File: src/cfg_menu_pkg.sv
/*
 * Shared constants, types and register map of the front-panel configuration
 * menu. Assumes a single 250 MHz system clock and a plain register port.
 */
package cfg_menu_pkg;

    // ------------------------------------------------------------------
    // timing
    // ------------------------------------------------------------------
    localparam longint unsigned CLK_HZ = 64'd250_000_000;
    localparam longint unsigned HOLD_TIME_S = 64'd8;
    localparam longint unsigned HOLD_CYCLES = HOLD_TIME_S * CLK_HZ;
    localparam longint unsigned DWELL_TIME_S = 64'd5;
    localparam longint unsigned DWELL_CYCLES = DWELL_TIME_S * CLK_HZ;

    // ------------------------------------------------------------------
    // setting ranges
    // ------------------------------------------------------------------
    localparam logic [11:0] HOUR12_MIN = 12'h001;
    localparam logic [11:0] HOUR12_MAX = 12'h00c;
    localparam logic [11:0] HOUR24_MIN = 12'h000;
    localparam logic [11:0] HOUR24_MAX = 12'h017;
    localparam logic [11:0] MINUTE_MIN = 12'h000;
    localparam logic [11:0] MINUTE_MAX = 12'h03b;
    localparam logic [11:0] DAY_MIN = 12'h001;
    localparam logic [11:0] DAY_MAX = 12'h01f;
    localparam logic [11:0] MONTH_MIN = 12'h001;
    localparam logic [11:0] MONTH_MAX = 12'h00c;
    localparam logic [11:0] YEAR_MIN = 12'h7de;
    localparam logic [11:0] YEAR_MAX = 12'h833;
    localparam logic [4:0] HALF_DAY_HOURS = 5'h0c;

    // ------------------------------------------------------------------
    // register map
    // ------------------------------------------------------------------
    localparam int ADDR_W = 8;
    localparam logic [7:0] REG_CTRL = 8'h00;
    localparam logic [7:0] REG_STATUS = 8'h04;
    localparam logic [7:0] REG_SETTINGS_LO = 8'h08;
    localparam logic [7:0] REG_SETTINGS_HI = 8'h0c;
    localparam int CTRL_EXIT_BIT = 0;

    // ------------------------------------------------------------------
    // types
    // ------------------------------------------------------------------
    localparam int NUM_SCREENS = 5;

    typedef enum logic [2:0] {
        SCR_TEMP, SCR_HUM, SCR_CO2, SCR_VOC, SCR_TIME
    } screen_t;

    typedef enum logic [3:0] {
        HDG_TIME, HDG_DATE, HDG_SCREEN, HDG_TEMP, HDG_HUM, HDG_CO2, HDG_VOC,
        HDG_SETPOINT, HDG_RELAY_ONE, HDG_RELAY_TWO, HDG_SAMPLES, HDG_ANALOG
    } heading_t;

    typedef enum logic [3:0] {
        FLD_FORMAT, FLD_HOUR, FLD_HALF_DAY, FLD_MINUTE, FLD_DAY, FLD_MONTH,
        FLD_YEAR, FLD_EN_TEMP, FLD_EN_HUM, FLD_EN_CO2, FLD_EN_VOC, FLD_EN_TIME,
        FLD_SCROLL, FLD_NONE
    } field_t;

    typedef enum logic {MODE_RUN, MODE_CONFIG} mode_t;

    typedef struct packed {
        logic inc;
        logic dec;
        logic button_a;
        logic next;
    } buttons_t;

    typedef struct packed {
        logic fmt24;
        logic [4:0] hour;
        logic pm;
        logic [5:0] minute;
        logic [4:0] day;
        logic [3:0] month;
        logic [11:0] year;
        logic [4:0] screen_en;
        logic auto_scroll;
    } settings_t;

    localparam settings_t SETTINGS_RST = '{
        fmt24: 1'b0, hour: 5'h0c, pm: 1'b0, minute: 6'h00, day: 5'h01,
        month: 4'h1, year: 12'h7de, screen_en: 5'h01, auto_scroll: 1'b0
    };

endpackage

File: src/cfg_menu.sv
/*
 * Configuration menu: button hold entry, clock/calendar and screen-enable
 * editing, screen sequencer and a plain register port.
 * Assumes buttons are raw asynchronous levels, active high, debounced
 * outside; the settings store answers on the same clock.
 */
`timescale 1ns/1ps
`default_nettype none

// Overview of operation
// - enter configuration only after inc, dec and button_a held together eight seconds
// - every changed setting is sent to non-volatile store and restored on a load in run mode
// - twelve menu headings, time first, analog output last, in fixed order
// - on format screen either edit button toggles 12-hour and 24-hour
// - hour spans 1-12 or 0-23 by format; inc raises, dec lowers
// - half-day selector only in 12-hour format, toggled by either button
// - minute spans 0-59; inc raises, dec lowers
// - day spans 1-31; inc raises, dec lowers
// - month spans 1-12; inc raises, dec lowers
// - year spans 2014-2099; inc raises, dec lowers
// - five screen enables toggle yes/no on either button
// - default: temperature screen on, other four screens off
// - auto-scroll flag toggles yes/no, default no
// - without auto-scroll, next button in run mode moves to next enabled screen
// - scrolling only with two or more enabled screens
// - no enabled screen shows temperature
// - order temperature, humidity, CO2, VOC, time, wrapping, disabled skipped
module cfg_menu #(
    parameter longint unsigned HOLD_CYCLES = cfg_menu_pkg::HOLD_CYCLES,
    parameter longint unsigned DWELL_CYCLES = cfg_menu_pkg::DWELL_CYCLES
) (
    input wire logic clock,
    input wire logic rstn,
    input wire cfg_menu_pkg::buttons_t buttons,
    input wire logic [cfg_menu_pkg::ADDR_W-1:0] reg_addr,
    input wire logic [31:0] reg_wdata,
    input wire logic reg_wr,
    input wire logic reg_rd,
    output logic [31:0] reg_rdata,
    input wire logic nv_load_valid,
    input wire cfg_menu_pkg::settings_t nv_load_data,
    output logic nv_store_valid,
    output cfg_menu_pkg::settings_t nv_store_data,
    output logic config_mode,
    output cfg_menu_pkg::heading_t heading,
    output cfg_menu_pkg::field_t field,
    output cfg_menu_pkg::screen_t screen,
    output cfg_menu_pkg::settings_t settings
);

    // ------------------------------------------------------------------
    // elaboration checks
    // ------------------------------------------------------------------
    if (HOLD_CYCLES < 2 || HOLD_CYCLES >= 64'h1_0000_0000) begin : g_bad_hold
        $error("HOLD_CYCLES out of range");
    end
    if (DWELL_CYCLES < 2 || DWELL_CYCLES >= 64'h1_0000_0000) begin : g_bad_dwell
        $error("DWELL_CYCLES out of range");
    end

    localparam logic [31:0] HOLD_LAST = 32'(HOLD_CYCLES - 1);
    localparam logic [31:0] DWELL_LAST = 32'(DWELL_CYCLES - 1);

    // ------------------------------------------------------------------
    // functions
    // ------------------------------------------------------------------
    function automatic logic [11:0] step(input logic [11:0] v, input logic up,
                                         input logic [11:0] lo, input logic [11:0] hi);
        if (up) begin
            step = (v >= hi) ? lo : v + 12'h001;
        end else begin
            step = (v <= lo) ? hi : v - 12'h001;
        end
    endfunction

    function automatic logic [2:0] count_en(input logic [4:0] en);
        count_en = 3'h0;
        for (int i = 0; i < cfg_menu_pkg::NUM_SCREENS; i++) begin
            count_en = count_en + {2'b00, en[i]};
        end
    endfunction

    // next enabled screen after cur, wrapping; temperature when none
    function automatic cfg_menu_pkg::screen_t next_screen(input cfg_menu_pkg::screen_t cur,
                                                          input logic [4:0] en);
        logic [2:0] idx;
        next_screen = cfg_menu_pkg::SCR_TEMP;
        idx = cur;
        for (int i = 0; i < cfg_menu_pkg::NUM_SCREENS; i++) begin
            idx = (idx == 3'(cfg_menu_pkg::NUM_SCREENS - 1)) ? 3'h0 : idx + 3'h1;
            if (en[idx] && next_screen == cfg_menu_pkg::SCR_TEMP && !en[0]) begin
                next_screen = cfg_menu_pkg::screen_t'(idx);
            end
        end
        idx = cur;
        for (int i = cfg_menu_pkg::NUM_SCREENS - 1; i >= 0; i--) begin
            if (en[(32'(cur) + 32'(i) + 1) % cfg_menu_pkg::NUM_SCREENS]) begin
                idx = 3'((32'(cur) + 32'(i) + 1) % cfg_menu_pkg::NUM_SCREENS);
            end
        end
        if (en != 5'h00) begin
            next_screen = cfg_menu_pkg::screen_t'(idx);
        end
    endfunction

    // ------------------------------------------------------------------
    // reset release and button synchronisers
    // ------------------------------------------------------------------
    logic [1:0] rst_sync_q;
    logic rst_n;

    always_ff @(posedge clock or negedge rstn) begin
        if (!rstn) begin
            rst_sync_q <= 2'b00;
        end else begin
            rst_sync_q <= {rst_sync_q[0], 1'b1};
        end
    end
    assign rst_n = rst_sync_q[1];

    logic [3:0] btn_meta_q;
    logic [3:0] btn_sync_q;
    logic [3:0] btn_prev_q;
    logic [3:0] btn_rise;

    for (genvar i = 0; i < 4; i++) begin : g_btn_sync
        always_ff @(posedge clock or negedge rst_n) begin
            if (!rst_n) begin
                btn_meta_q[i] <= 1'b0;
                btn_sync_q[i] <= 1'b0;
                btn_prev_q[i] <= 1'b0;
            end else begin
                btn_meta_q[i] <= buttons[i];
                btn_sync_q[i] <= btn_meta_q[i];
                btn_prev_q[i] <= btn_sync_q[i];
            end
        end
        assign btn_rise[i] = btn_sync_q[i] & ~btn_prev_q[i];
    end

    // bit order follows buttons_t: inc, dec, button_a, next
    logic inc_lvl, dec_lvl, a_lvl;
    logic inc_edge, dec_edge, a_edge, next_edge;
    assign inc_lvl = btn_sync_q[3];
    assign dec_lvl = btn_sync_q[2];
    assign a_lvl = btn_sync_q[1];
    assign inc_edge = btn_rise[3];
    assign dec_edge = btn_rise[2];
    assign a_edge = btn_rise[1];
    assign next_edge = btn_rise[0];

    // ------------------------------------------------------------------
    // mode control
    // ------------------------------------------------------------------
    cfg_menu_pkg::mode_t mode_q;
    logic [31:0] hold_cnt_q;
    logic hold_done_q;
    logic combo;
    logic exit_req;

    assign combo = inc_lvl & dec_lvl & a_lvl;
    assign exit_req = reg_wr && reg_addr == cfg_menu_pkg::REG_CTRL
                      && reg_wdata[cfg_menu_pkg::CTRL_EXIT_BIT];

    // a hold must be released before it can toggle the mode again
    always_ff @(posedge clock or negedge rst_n) begin
        if (!rst_n) begin
            mode_q <= cfg_menu_pkg::MODE_RUN;
            hold_cnt_q <= 32'h0000_0000;
            hold_done_q <= 1'b0;
        end else begin
            if (!combo) begin
                hold_cnt_q <= 32'h0000_0000;
                hold_done_q <= 1'b0;
            end else if (!hold_done_q) begin
                hold_cnt_q <= hold_cnt_q + 32'h0000_0001;
            end
            if (combo && !hold_done_q && hold_cnt_q == HOLD_LAST) begin
                hold_done_q <= 1'b1;
                mode_q <= (mode_q == cfg_menu_pkg::MODE_RUN) ? cfg_menu_pkg::MODE_CONFIG
                                                             : cfg_menu_pkg::MODE_RUN;
            end else if (exit_req) begin
                mode_q <= cfg_menu_pkg::MODE_RUN;
            end
        end
    end

    // ------------------------------------------------------------------
    // menu navigation
    // ------------------------------------------------------------------
    cfg_menu_pkg::heading_t heading_q;
    cfg_menu_pkg::field_t field_q;
    cfg_menu_pkg::settings_t set_q;

    function automatic cfg_menu_pkg::field_t first_field(input cfg_menu_pkg::heading_t h);
        unique case (h)
            cfg_menu_pkg::HDG_TIME: first_field = cfg_menu_pkg::FLD_FORMAT;
            cfg_menu_pkg::HDG_DATE: first_field = cfg_menu_pkg::FLD_DAY;
            cfg_menu_pkg::HDG_SCREEN: first_field = cfg_menu_pkg::FLD_EN_TEMP;
            default: first_field = cfg_menu_pkg::FLD_NONE;
        endcase
    endfunction

    function automatic cfg_menu_pkg::field_t next_field(input cfg_menu_pkg::field_t f,
                                                        input logic fmt24);
        unique case (f)
            cfg_menu_pkg::FLD_HOUR: next_field = fmt24 ? cfg_menu_pkg::FLD_MINUTE
                                                       : cfg_menu_pkg::FLD_HALF_DAY;
            cfg_menu_pkg::FLD_MINUTE: next_field = cfg_menu_pkg::FLD_FORMAT;
            cfg_menu_pkg::FLD_YEAR: next_field = cfg_menu_pkg::FLD_DAY;
            cfg_menu_pkg::FLD_SCROLL: next_field = cfg_menu_pkg::FLD_EN_TEMP;
            cfg_menu_pkg::FLD_NONE: next_field = cfg_menu_pkg::FLD_NONE;
            default: next_field = cfg_menu_pkg::field_t'(f + 4'h1);
        endcase
    endfunction

    // button_a steps fields, next steps headings while configuring
    always_ff @(posedge clock or negedge rst_n) begin
        if (!rst_n) begin
            heading_q <= cfg_menu_pkg::HDG_TIME;
            field_q <= cfg_menu_pkg::FLD_FORMAT;
        end else if (mode_q == cfg_menu_pkg::MODE_RUN) begin
            heading_q <= cfg_menu_pkg::HDG_TIME;
            field_q <= cfg_menu_pkg::FLD_FORMAT;
        end else if (next_edge) begin
            heading_q <= (heading_q == cfg_menu_pkg::HDG_ANALOG) ? cfg_menu_pkg::HDG_TIME
                         : cfg_menu_pkg::heading_t'(heading_q + 4'h1);
            field_q <= first_field((heading_q == cfg_menu_pkg::HDG_ANALOG)
                         ? cfg_menu_pkg::HDG_TIME : cfg_menu_pkg::heading_t'(heading_q + 4'h1));
        end else if (a_edge && !inc_lvl && !dec_lvl) begin
            field_q <= next_field(field_q, set_q.fmt24);
        end else if (set_q.fmt24 && field_q == cfg_menu_pkg::FLD_HALF_DAY) begin
            field_q <= cfg_menu_pkg::FLD_MINUTE;
        end
    end

    // ------------------------------------------------------------------
    // setting edits and non-volatile store
    // ------------------------------------------------------------------
    logic edit;
    logic up;
    logic store_q;

    // a lone inc or dec press; presses during the three-button hold do not edit
    assign edit = (mode_q == cfg_menu_pkg::MODE_CONFIG) && (inc_edge ^ dec_edge) && !a_lvl;
    assign up = inc_edge;

    always_ff @(posedge clock or negedge rst_n) begin
        if (!rst_n) begin
            set_q <= cfg_menu_pkg::SETTINGS_RST;
            store_q <= 1'b0;
        end else begin
            store_q <= edit && field_q != cfg_menu_pkg::FLD_NONE;
            if (nv_load_valid && mode_q == cfg_menu_pkg::MODE_RUN) begin
                set_q <= nv_load_data;
            end else if (edit) begin
                unique case (field_q)
                    cfg_menu_pkg::FLD_FORMAT: begin
                        set_q.fmt24 <= ~set_q.fmt24;
                        if (set_q.fmt24) begin
                            set_q.pm <= set_q.hour >= cfg_menu_pkg::HALF_DAY_HOURS;
                            if (set_q.hour == 5'h00) begin
                                set_q.hour <= cfg_menu_pkg::HALF_DAY_HOURS;
                            end else if (set_q.hour > cfg_menu_pkg::HALF_DAY_HOURS) begin
                                set_q.hour <= set_q.hour - cfg_menu_pkg::HALF_DAY_HOURS;
                            end
                        end else if (set_q.hour == cfg_menu_pkg::HALF_DAY_HOURS) begin
                            set_q.hour <= set_q.pm ? cfg_menu_pkg::HALF_DAY_HOURS : 5'h00;
                        end else if (set_q.pm) begin
                            set_q.hour <= set_q.hour + cfg_menu_pkg::HALF_DAY_HOURS;
                        end
                    end
                    cfg_menu_pkg::FLD_HOUR: begin
                        set_q.hour <= set_q.fmt24
                            ? 5'(step(12'(set_q.hour), up, cfg_menu_pkg::HOUR24_MIN,
                                      cfg_menu_pkg::HOUR24_MAX))
                            : 5'(step(12'(set_q.hour), up, cfg_menu_pkg::HOUR12_MIN,
                                      cfg_menu_pkg::HOUR12_MAX));
                    end
                    cfg_menu_pkg::FLD_HALF_DAY: set_q.pm <= ~set_q.pm;
                    cfg_menu_pkg::FLD_MINUTE: set_q.minute <= 6'(step(12'(set_q.minute), up,
                        cfg_menu_pkg::MINUTE_MIN, cfg_menu_pkg::MINUTE_MAX));
                    cfg_menu_pkg::FLD_DAY: set_q.day <= 5'(step(12'(set_q.day), up,
                        cfg_menu_pkg::DAY_MIN, cfg_menu_pkg::DAY_MAX));
                    cfg_menu_pkg::FLD_MONTH: set_q.month <= 4'(step(12'(set_q.month), up,
                        cfg_menu_pkg::MONTH_MIN, cfg_menu_pkg::MONTH_MAX));
                    cfg_menu_pkg::FLD_YEAR: set_q.year <= step(set_q.year, up,
                        cfg_menu_pkg::YEAR_MIN, cfg_menu_pkg::YEAR_MAX);
                    cfg_menu_pkg::FLD_EN_TEMP, cfg_menu_pkg::FLD_EN_HUM,
                    cfg_menu_pkg::FLD_EN_CO2, cfg_menu_pkg::FLD_EN_VOC,
                    cfg_menu_pkg::FLD_EN_TIME: begin
                        set_q.screen_en[3'(field_q - cfg_menu_pkg::FLD_EN_TEMP)] <=
                            ~set_q.screen_en[3'(field_q - cfg_menu_pkg::FLD_EN_TEMP)];
                    end
                    cfg_menu_pkg::FLD_SCROLL: set_q.auto_scroll <= ~set_q.auto_scroll;
                    cfg_menu_pkg::FLD_NONE: set_q <= set_q;
                endcase
            end
        end
    end

    // ------------------------------------------------------------------
    // screen sequencer
    // ------------------------------------------------------------------
    cfg_menu_pkg::screen_t screen_q;
    logic [31:0] dwell_cnt_q;
    logic [2:0] n_en;
    logic scrolling;
    logic dwell_done;

    assign n_en = count_en(set_q.screen_en);
    assign scrolling = mode_q == cfg_menu_pkg::MODE_RUN && n_en >= 3'h2;
    assign dwell_done = dwell_cnt_q == DWELL_LAST;

    always_ff @(posedge clock or negedge rst_n) begin
        if (!rst_n) begin
            dwell_cnt_q <= 32'h0000_0000;
        end else if (!scrolling || !set_q.auto_scroll || dwell_done) begin
            dwell_cnt_q <= 32'h0000_0000;
        end else begin
            dwell_cnt_q <= dwell_cnt_q + 32'h0000_0001;
        end
    end

    always_ff @(posedge clock or negedge rst_n) begin
        if (!rst_n) begin
            screen_q <= cfg_menu_pkg::SCR_TEMP;
        end else if (n_en == 3'h0) begin
            screen_q <= cfg_menu_pkg::SCR_TEMP;
        end else if (!set_q.screen_en[screen_q]) begin
            screen_q <= next_screen(screen_q, set_q.screen_en);
        end else if (scrolling && (set_q.auto_scroll ? dwell_done : next_edge)) begin
            screen_q <= next_screen(screen_q, set_q.screen_en);
        end
    end

    // ------------------------------------------------------------------
    // register port
    // ------------------------------------------------------------------
    logic [31:0] rdata_q;

    always_ff @(posedge clock or negedge rst_n) begin
        if (!rst_n) begin
            rdata_q <= 32'h0000_0000;
        end else if (reg_rd) begin
            unique case (reg_addr)
                cfg_menu_pkg::REG_STATUS: rdata_q <= {16'h0000, 1'b0, screen_q, field_q,
                                                      heading_q, 3'b000, mode_q};
                cfg_menu_pkg::REG_SETTINGS_LO: rdata_q <= set_q[31:0];
                cfg_menu_pkg::REG_SETTINGS_HI: rdata_q <= {24'h00_0000, set_q[39:32]};
                default: rdata_q <= 32'h0000_0000;
            endcase
        end else begin
            rdata_q <= 32'h0000_0000;
        end
    end

    assign reg_rdata = rdata_q;
    assign nv_store_valid = store_q;
    assign nv_store_data = set_q;
    assign config_mode = mode_q == cfg_menu_pkg::MODE_CONFIG;
    assign heading = heading_q;
    assign field = field_q;
    assign screen = screen_q;
    assign settings = set_q;

endmodule // cfg_menu

`default_nettype wire

File: config.mk
export PLATFORM = sky130hd
export DESIGN_NAME = cfg_menu
export DESIGN_NICKNAME = d
export VERILOG_FILES = /design/src/cfg_menu_pkg.sv /design/src/cfg_menu.sv
export SDC_FILE = /design/constraint.sdc
export NUM_CORES = 1
export LEC_CHECK = 0
export BUFFER_PORTS_ARGS = -buffer_cell sky130_fd_sc_hd__buf_2
export CAP_MARGIN = 25
export CORE_MARGIN = 8
export CORE_UTILIZATION = 55
export DETAILED_ROUTE_END_ITERATION = 10
export PLACE_DENSITY_LB_ADDON = 0.25
export SYNTH_ARGS = -nofsm -noshare
export SYNTH_HDL_FRONTEND = slang
export SYNTH_SLANG_ARGS = --single-unit
File: constraint.sdc
create_clock -name clock -period 13.4 [get_ports clock]
set_clock_uncertainty 0.15 [all_clocks]
set_input_delay 1.34 -clock clock [delete_from_list [all_inputs] [get_ports clock]]
set_output_delay 1.34 -clock clock [all_outputs]
set_load 0.02 [all_outputs]
* Word level (Yosys, flattened, before mapping) *
Cells that the tools add are included.

word-level totals
  register bits = 164
  word-level logic and storage cells = 354

cells by class
  add/subtract/negate cells = 34
  divide/modulo/power cells = 5
  magnitude comparators = 28
  equality and inequality tests = 36
  muxes and demuxes = 129
  bitwise gates (word level) = 16
  reductions and logical operators = 75

operators by type and width
  kind                   number
  $lt 32x4->1 const B    5
  $mod 32x3->32 const B  5
  $mux 3                 44
  $mux 32                4
  $add 32x1->32 const B  3
  $pmux 32 s3            1
  $mux 5                 17
  $mux 40                2
  $eq 32x31->1 const B   2
  $mux 12                4
  $mux 4                 12
  $bmux 1 s3             12
  $logic_and 1x1->1      31
  $eq 4x4->1 const B     7
  $lt 3x4->1 const B     7
  $logic_not 3->1        9
  $mux 6                 4
  $mux 1                 23
  $pmux 4 s5             1
  $reduce_bool 2->1      9
  $eq 4x3->1 const B     4
  $eq 8x4->1 const B     2
  $add 3x1->3 const B    5
  $add 4x1->5 const B    3
  other kinds (60)       107

* Longest topological paths before layout *
Gate-level depths: netlist of the first run.

  depth in word-level cells = 39
  depth in mapped cells = 23

* Worst setup path before layout of the first run *
Ideal clock, no wire load.

  kind = reg2reg
  start point = register screen_q[0] (netlist: screen[0])
  end point = register screen_q[0] (netlist: screen[0])
  arrival = 5.187 ns
  required time = 13.118 ns
  path slack = 7.931 ns
  stages on the path, launching flop included = 23
  path buffers = 3
  cell sequence = dfrtp_1 clkbuf_1 inv_1 clkbuf_1 ha_1 nor2_1 nor2b_1 ha_1 or2_2 a311oi_1 o22a_1 xnor2_1 inv_1 ha_1 o22ai_1 nor2_1 or3_1 buf_2 nor4b_4 o311ai_4 nor2_1 a2111oi_1 o31ai_1

between the ends
  longest elaborated chain between the ends = 38

RTL lines
  element                                                                 RTL line         RTL
  start, declared                                                         cfg_menu.sv:305  cfg_menu_pkg::screen_t screen_q;
  start signal, assigned                                                  cfg_menu.sv:327  screen_q <= cfg_menu_pkg::SCR_TEMP;
  start signal, assigned                                                  cfg_menu.sv:329  screen_q <= cfg_menu_pkg::SCR_TEMP;
  start signal, assigned                                                  cfg_menu.sv:331  screen_q <= next_screen(screen_q, set_q.screen_en);
  parallel branches: the longest is 38 deep, another holds $add 32x1->32  -

Parallel ways; which one is timed is not known. The select of a mux whose other input is x is not followed.
A chain may end at the register's enable or synchronous reset.

* Final worst setup path of the first run *
  start point = register screen_q[1] (netlist: screen[1])
  end point = register screen_q[0] (netlist: screen[0])

The elaborated chain is that of the path after synthesis.

==> results of run 1 <==
[routing by layer]
layer,up-vias,track usage [%],wire length [µm]
met3,69,4.66,2280
met2,418,37.4,15500
met4,0,9.13,955
met1,5524,31.4,14800
li1,5573,-,-
met5,-,0,0
[cell usage in the layout (no fill, tap or decap), drive strengths merged, types with 14 or more instances in the layout]
cell type / instances
buf: 198
nor2: 181
dfrtp: 150
nand2: 136
o21ai: 95
a21oi: 92
inv: 76
ha: 70
nand3: 62
xor2: 54
nor3: 49
xnor2: 23
mux2i: 21
and2: 21
nand4: 20
clkbuf: 20
a22oi: 19
nand2b: 18
a31oi: 18
o22ai: 18
nor2b: 18
a211oi: 17
and3: 16
or3: 16
o31ai: 14
dfstp: 14
[flip-flops by register name, summed over array words and instances (netlist names)]
name and flops:
nv_store_data 40, btn_prev_q 4, screen 3, dwell_cnt_q 32
hold_cnt_q 32, hold_done_q 1, heading 4, dec_lvl 1
field 4, btn_sync_q 1, nv_store_valid 1, config_mode 1
reg_rdata 32, a_lvl 1, btn_meta_q 4, inc_lvl 1
rst_sync_q 2
[critical path, cell delays in order (launching register included)]
cell and delay (ns):
sky130_fd_sc_hd__dfrtp_1 0.69, sky130_fd_sc_hd__inv_1 0.23, sky130_fd_sc_hd__ha_1 0.62, sky130_fd_sc_hd__nor2_1 0.54, sky130_fd_sc_hd__nor2b_1 0.18, sky130_fd_sc_hd__ha_1 0.26
sky130_fd_sc_hd__or2_2 0.31, sky130_fd_sc_hd__a311oi_1 0.29, sky130_fd_sc_hd__o22a_1 0.21, sky130_fd_sc_hd__xnor2_1 0.20, sky130_fd_sc_hd__inv_1 0.08, sky130_fd_sc_hd__ha_1 0.41
sky130_fd_sc_hd__nand2b_1 0.16, sky130_fd_sc_hd__o21ba_2 0.17, sky130_fd_sc_hd__o32ai_1 0.51, sky130_fd_sc_hd__o311ai_4 0.25, sky130_fd_sc_hd__o41a_1 0.45, sky130_fd_sc_hd__o31ai_1 0.08
[worst paths after layout]
path,from,to,slack [ns],cells past startpoint
max reg2reg,screen[1],screen[0],7.48,17
max,screen[1],screen[0],7.48,17
min,rst_sync_q[1],reg_rdata[4],0.009,0
min reg2reg,rst_sync_q[1],reg_rdata[4],0.009,0
max in group asynchronous,rst_sync_q[1],nv_store_data[28],11.96,1
min in group clock,btn_meta_q[3],inc_lvl,0.20,0
[kinds of logic after synthesis]
group                      count (synthesis)  share of synthesized area, %
xor gates and xnor gates                  78                          5.76
adders and majority gates                 72                          7.38
other                                      1                        0.0302
buffers and inverters                    194                          7.21
AOI/OAI and AO/OA                        388                          20.9
muxes                                     30                          2.87
and+or+nand+nor                          586                          22.7
DFF                                      164                          33.2
[per-stage QoR]
| step | instance area [µm²] | hold WS (ns) | std cells | total power [mW] |
|---|---|---|---|---|
| final | 13800 | 0.00925 | 1909 | 2.49 |
| after detailed placement | 13200 | 0.0110 | 1874 | 2.01 |
| after CTS | 13800 | 0.0165 | 1906 | 2.48 |
| after global placement | 13200 | 0.00818 | 1872 | 1.98 |
| after global routing | 13800 | 0.0311 | 1909 | 2.69 |
| after floorplan | 12400 | 0.181 | 1513 | 1.74 |
[cell type report]
class / instances / share of cell area, %
Inverter: 73 / 2.02
Multi-Input combinational cell: 1155 / 53.7
Clock buffer: 20 / 3.24
Tap cell: 285 / 2.59
Antenna cell: 2 / 0.0363
Clock inverter: 12 / 0.681
Sequential cell: 164 / 29.9
Timing Repair Buffer: 198 / 7.77
[power by group through the flow]
stage	Clock [mW]	Sequential, mW	Combinational, mW
5_1_grt	0.486	0.599	1.61
3_5_place_dp	0	0.600	1.41
3_3_place_gp	0	0.599	1.38
2_1_floorplan	0	0.599	1.14
6_report	0.461	0.593	1.44
4_1_cts	0.467	0.591	1.42
==> reports/qor.yml, run 1 <==
grt_setup_unrepaired: "false"
layout_setup_ws_ns: 7.48
n_fill_cell: 1983
post-route-util_pct: 61.5
dr_pass1_iterations: 6
netlist_area_mm2: 0.0124
routabilityCongestion: 0.950
die_h_um: 166
clock-root-buffer: "sky130_fd_sc_hd__clkbuf_16"
critical_path_class: "reg -> reg"
initial_core_utilization_pct: 55.3
cap_violations: 0
setup-violations-final: 0
drcViolationCount: 0
max-vdd-ir-drop_uv: 114
synth.top_cell.area_share_pct: 30.2
run_status: "finished clean"
multi_input_area_mm2: 0.00741
yosysWarnings: 0
fp.coreArea_mm2: 0.0224
required_ns: 13.57
first_global_vias: 10900
switching_power_mw: 1.15
vias_per_cell: 6.07
grt_remaining_overflow: 0
clk_path_buf_depth: 2
route.detailed.wl_per_inst_um: 17.6
io_pins: 214
async_reset_ff_share_pct: 100
path_max_fanout: 21
dp.final_hpwl_mm: 23.9
drive_gt1_share_pct: 17.2
holdBufCountCts: 0
switching_share_pct: 46.0
synth_enable_flop_cells: 0
cts.sinks: 164
row_count: 55
grt_pass1_wl_mm: 55.1
synth_seq_area_share_pct: 33.2
ys_ff_latch: 164
tritoncts.num_buffers: 17
clkLatencyLatePin_ns: 0.43
numPortBuffers: 182
end_kind: "flop"
dp_slack_ns: 7.58
hold_viol_final: 0
synth.lib_cells_used.distinct: 90
post_synth.cell_area_avg_um2: 8.21
worst_slew_margin_rel_pct: 33.4
route.final.wire_length_mm: 33.6
htree_levels: 4
hp-class: "reg -> async"
die_w_um: 166
most_frequent_cell_after_synthesis: "sky130_fd_sc_hd__nor2_1"
worst_setup_path_start_kind: "flop"
tritoncts: "yes"
leakage_nw: 6.10
post_synth_most_frequent_cells: "sky130_fd_sc_hd__nor2_1, sky130_fd_sc_hd__dfrtp_1, sky130_fd_sc_hd__nand2_1, sky130_fd_sc_hd__a21oi_1, sky130_fd_sc_hd__o21ai_0"
synth_nets: 1674
num_vias: 11600
synth.area.top_cells: "sky130_fd_sc_hd__dfrtp_1, sky130_fd_sc_hd__ha_1, sky130_fd_sc_hd__nor2_1"
crit_arrival_ns: 6.10
dominantRegCellSynth: "sky130_fd_sc_hd__dfrtp_1"
nets: 1770
initial_antenna_violation_count: 2
p_seq_share_pct: 23.8
global_route.usage.total_pct: 23.6
max_clk_rate_mhz: 169
clock_pin_slew_reported_for_the_worst_setup_and_hold_paths_after_clock_tree_synthesis_ns: 0.07
antenna_left: 0
area.growth.synth_to_final_pct: 11.1
post-cts-setup-buffer-count: 0
grt_start_max_net_pins: 80
final_period_minus_worst_setup_slack_ns: 5.92
detailedRoute.firstIterationViolations: 944
clockPowerShare_pct: 18.5
synthesis.instances: 1513
sequential_cell_area_mm2: 0.00413
ctsResizeCount: 0
final_sum_of_negative_setup_slack_ns: 0
maxSlewViolCount: 0
dieArea_mm2: 0.0276
synth_area_leader_cell: "sky130_fd_sc_hd__dfrtp_1"
period_share_pct: 44.2
power.density_cell_area_mw_per_mm2: 181
cell_internal_pwr_mw: 1.35
comb_power_share_pct: 57.7
worst_pin_slew_ns: 0.998
No activity file was read; power rests on OpenSTA's default activity.
==> run 2, diff against run 1 <==
==> constraint.sdc (replaced) <==
create_clock -name clock -period 6.1 [get_ports clock]
set_clock_uncertainty 0.15 [all_clocks]
set_input_delay 0.61 -clock clock [delete_from_list [all_inputs] [get_ports clock]]
set_output_delay 0.61 -clock clock [all_outputs]
set_load 0.02 [all_outputs]
==> run 2 against run 1 <==
Against the previous run:
- wire length increased by 2.1%
- first-iteration DRC count increased by 6.9%
- global-route usage increased by 0.36 points
- register-to-register slack got worse by 6.9 ns
- via count increased by 1.0%
- sequential share of layout area decreased by 0.24 points
- combinational power increased by 120%
- critical path type unchanged
- largest power group unchanged
- highest routed layer unchanged
==> reports/qor.yml, run 2 (same netlist as run 1, synthesis figures left out) <==
initial_antenna_violation_count: 2
met3WireLength_mm: 2.46
tritoncts.num_buffers: 17
cp_slowest_cell: "sky130_fd_sc_hd__dfrtp_1"
placedCellCount: 1875
grt_setup_unrepaired: "false"
tritoncts: "yes"
post-route-cell-area_mm2: 0.0139
highest_layer: "met4"
setup-violations-final: 0
period_share_pct: 90.3
crit_arrival_ns: 5.66
area.growth.synth_to_final_pct: 12.0
multi_input_area_mm2: 0.00741
sequential_cell_area_mm2: 0.00413
report.power.total_mw: 5.64
worst-r2r-setup-slack_ns: 0.59
wl_met2_mm: 15.7
die_w_um: 166
die_h_um: 166
path_max_fanout: 13
final_cell_mix: "sky130_fd_sc_hd__buf_2, sky130_fd_sc_hd__nor2_1, sky130_fd_sc_hd__dfrtp_1"
critical_path_class: "reg -> reg"
post_dp_cell_area_mm2: 0.0132
dieArea_mm2: 0.0276
crit_family: "simple AND/OR/NAND/NOR gates"
global_route.usage.total_pct: 24.0
final_common_cell: "sky130_fd_sc_hd__buf_2"
hold_viol_final: 0
hp-class: "reg -> async"
nets: 1774
final_period_minus_worst_setup_slack_ns: 5.51
grt_start_max_net_pins: 89
required_ns: 6.25
drcViolationCount: 0
clk_path_buf_depth: 2
maxSlewViolCount: 0
route.final.wire_length_mm: 34.3
ctsResizeCount: 0
cap_violations: 0
wl_met1_mm: 14.9
clock_pin_slew_reported_for_the_worst_setup_and_hold_paths_after_clock_tree_synthesis_ns: 0.08
grt_pass1_wl_mm: 55.5
leakage_nw: 6.15
drive_gt1_share_pct: 17.5
final_sum_of_negative_setup_slack_ns: 0
row_count: 55
run_status: "finished clean"
layout.cells.non_filler: 1913
n_fill_cell: 1953
power.density_cell_area_mw_per_mm2: 406
io_pins: 214
vias_per_cell: 6.12
post-cts-setup-buffer-count: 0
crit_path_max_incr_delay_ns: 0.56
routabilityCongestion: 0.907
crit_buf_inv: 2
initial_core_utilization_pct: 55.3
dp.final_hpwl_mm: 24.2
clock-root-buffer: "sky130_fd_sc_hd__clkbuf_16"
numPortBuffers: 182
cp_cell_sequence: "inv_1, ha_1, nor2_1, nor2b_1, ha_1, or2_2, a311oi_1, o22a_1, xnor2_1, inv_1, ha_1, o22ai_1, nor2_1, or3_1, nor4b_4, o311ai_4, nor2_1, a2111oi_1, o31ai_1"
critical_path.startpoint: "screen[1]"
htree_levels: 4
fp.coreArea_mm2: 0.0224
max_clk_rate_mhz: 182
worst_slew_margin_rel_pct: 32.5
antenna_left: 0
largest_register_ff_count: 40
clkLatencyLatePin_ns: 0.43
timing.rr.start: "screen[1]"
num_vias: 11700
cts.sinks: 164
first_global_vias: 10800
detailedRoute.firstIterationViolations: 1009
dr_pass1_iterations: 8
holdBufCountCts: 1
end_kind: "flop"
max-vdd-ir-drop_uv: 223
worst_pin_slew_ns: 1.01
worst_setup_path_start_kind: "flop"
grt_remaining_overflow: 0
route.detailed.wl_per_inst_um: 17.9
post-route-util_pct: 62.0
[run 2: cell count changes in the layout (fill, tap and decap cells not counted), sizes merged]
| cell | delta |
|---|---|
| buf | +2 |
| bufinv | +2 |
| clkbuf | -2 |
| clkinv | -1 |
| clkinvlp | +1 |
| dlygate4sd3 | +1 |
| inv | +1 |
[run 2: layout make-up]
| cell class | count | share of cell area [%] |
|---|---|---|
| clock inverters | 15 | 1.36 |
| diodes | 2 | 0.0360 |
| clock buffers | 17 | 3.06 |
| multi-input cells | 1155 | 53.3 |
| repair buffers | 202 | 7.98 |
| flip-flops and latches | 164 | 29.7 |
| inverters | 73 | 2.01 |
| well taps | 285 | 2.57 |
[run 2: through the flow]
stage,worst slack (ns),hold slack (ns)
floorplan,0.631,0.164
global placement,0.794,0.186
detailed placement,0.685,0.185
CTS,0.649,0.122
global route,0.209,0.115
finish,0.592,0.0917
[run 2: power breakdown]
| group | switching (mW) | internal, mW | leakage (nW) |
|---|---|---|---|
| clock | 0.496 | 0.622 | 0.292 |
| combinational | 1.94 | 1.28 | 3.71 |
| sequential | 0.148 | 1.15 | 2.15 |
[run 2: worst paths after layout]
path,end,depth (start not counted)
max,screen[0],19
min,dwell_cnt_q[7],0
max reg2reg,screen[0],19
min reg2reg,dwell_cnt_q[7],0
max in group asynchronous,nv_store_data[18],1
min in group clock,btn_meta_q[3],1
[run 2: metal layers]
layer	vias up	track usage, %
met3	82	4.44
met4	0	9.95
met2	443	37.8
li1	5580	-
met5	-	0
met1	5596	32.0
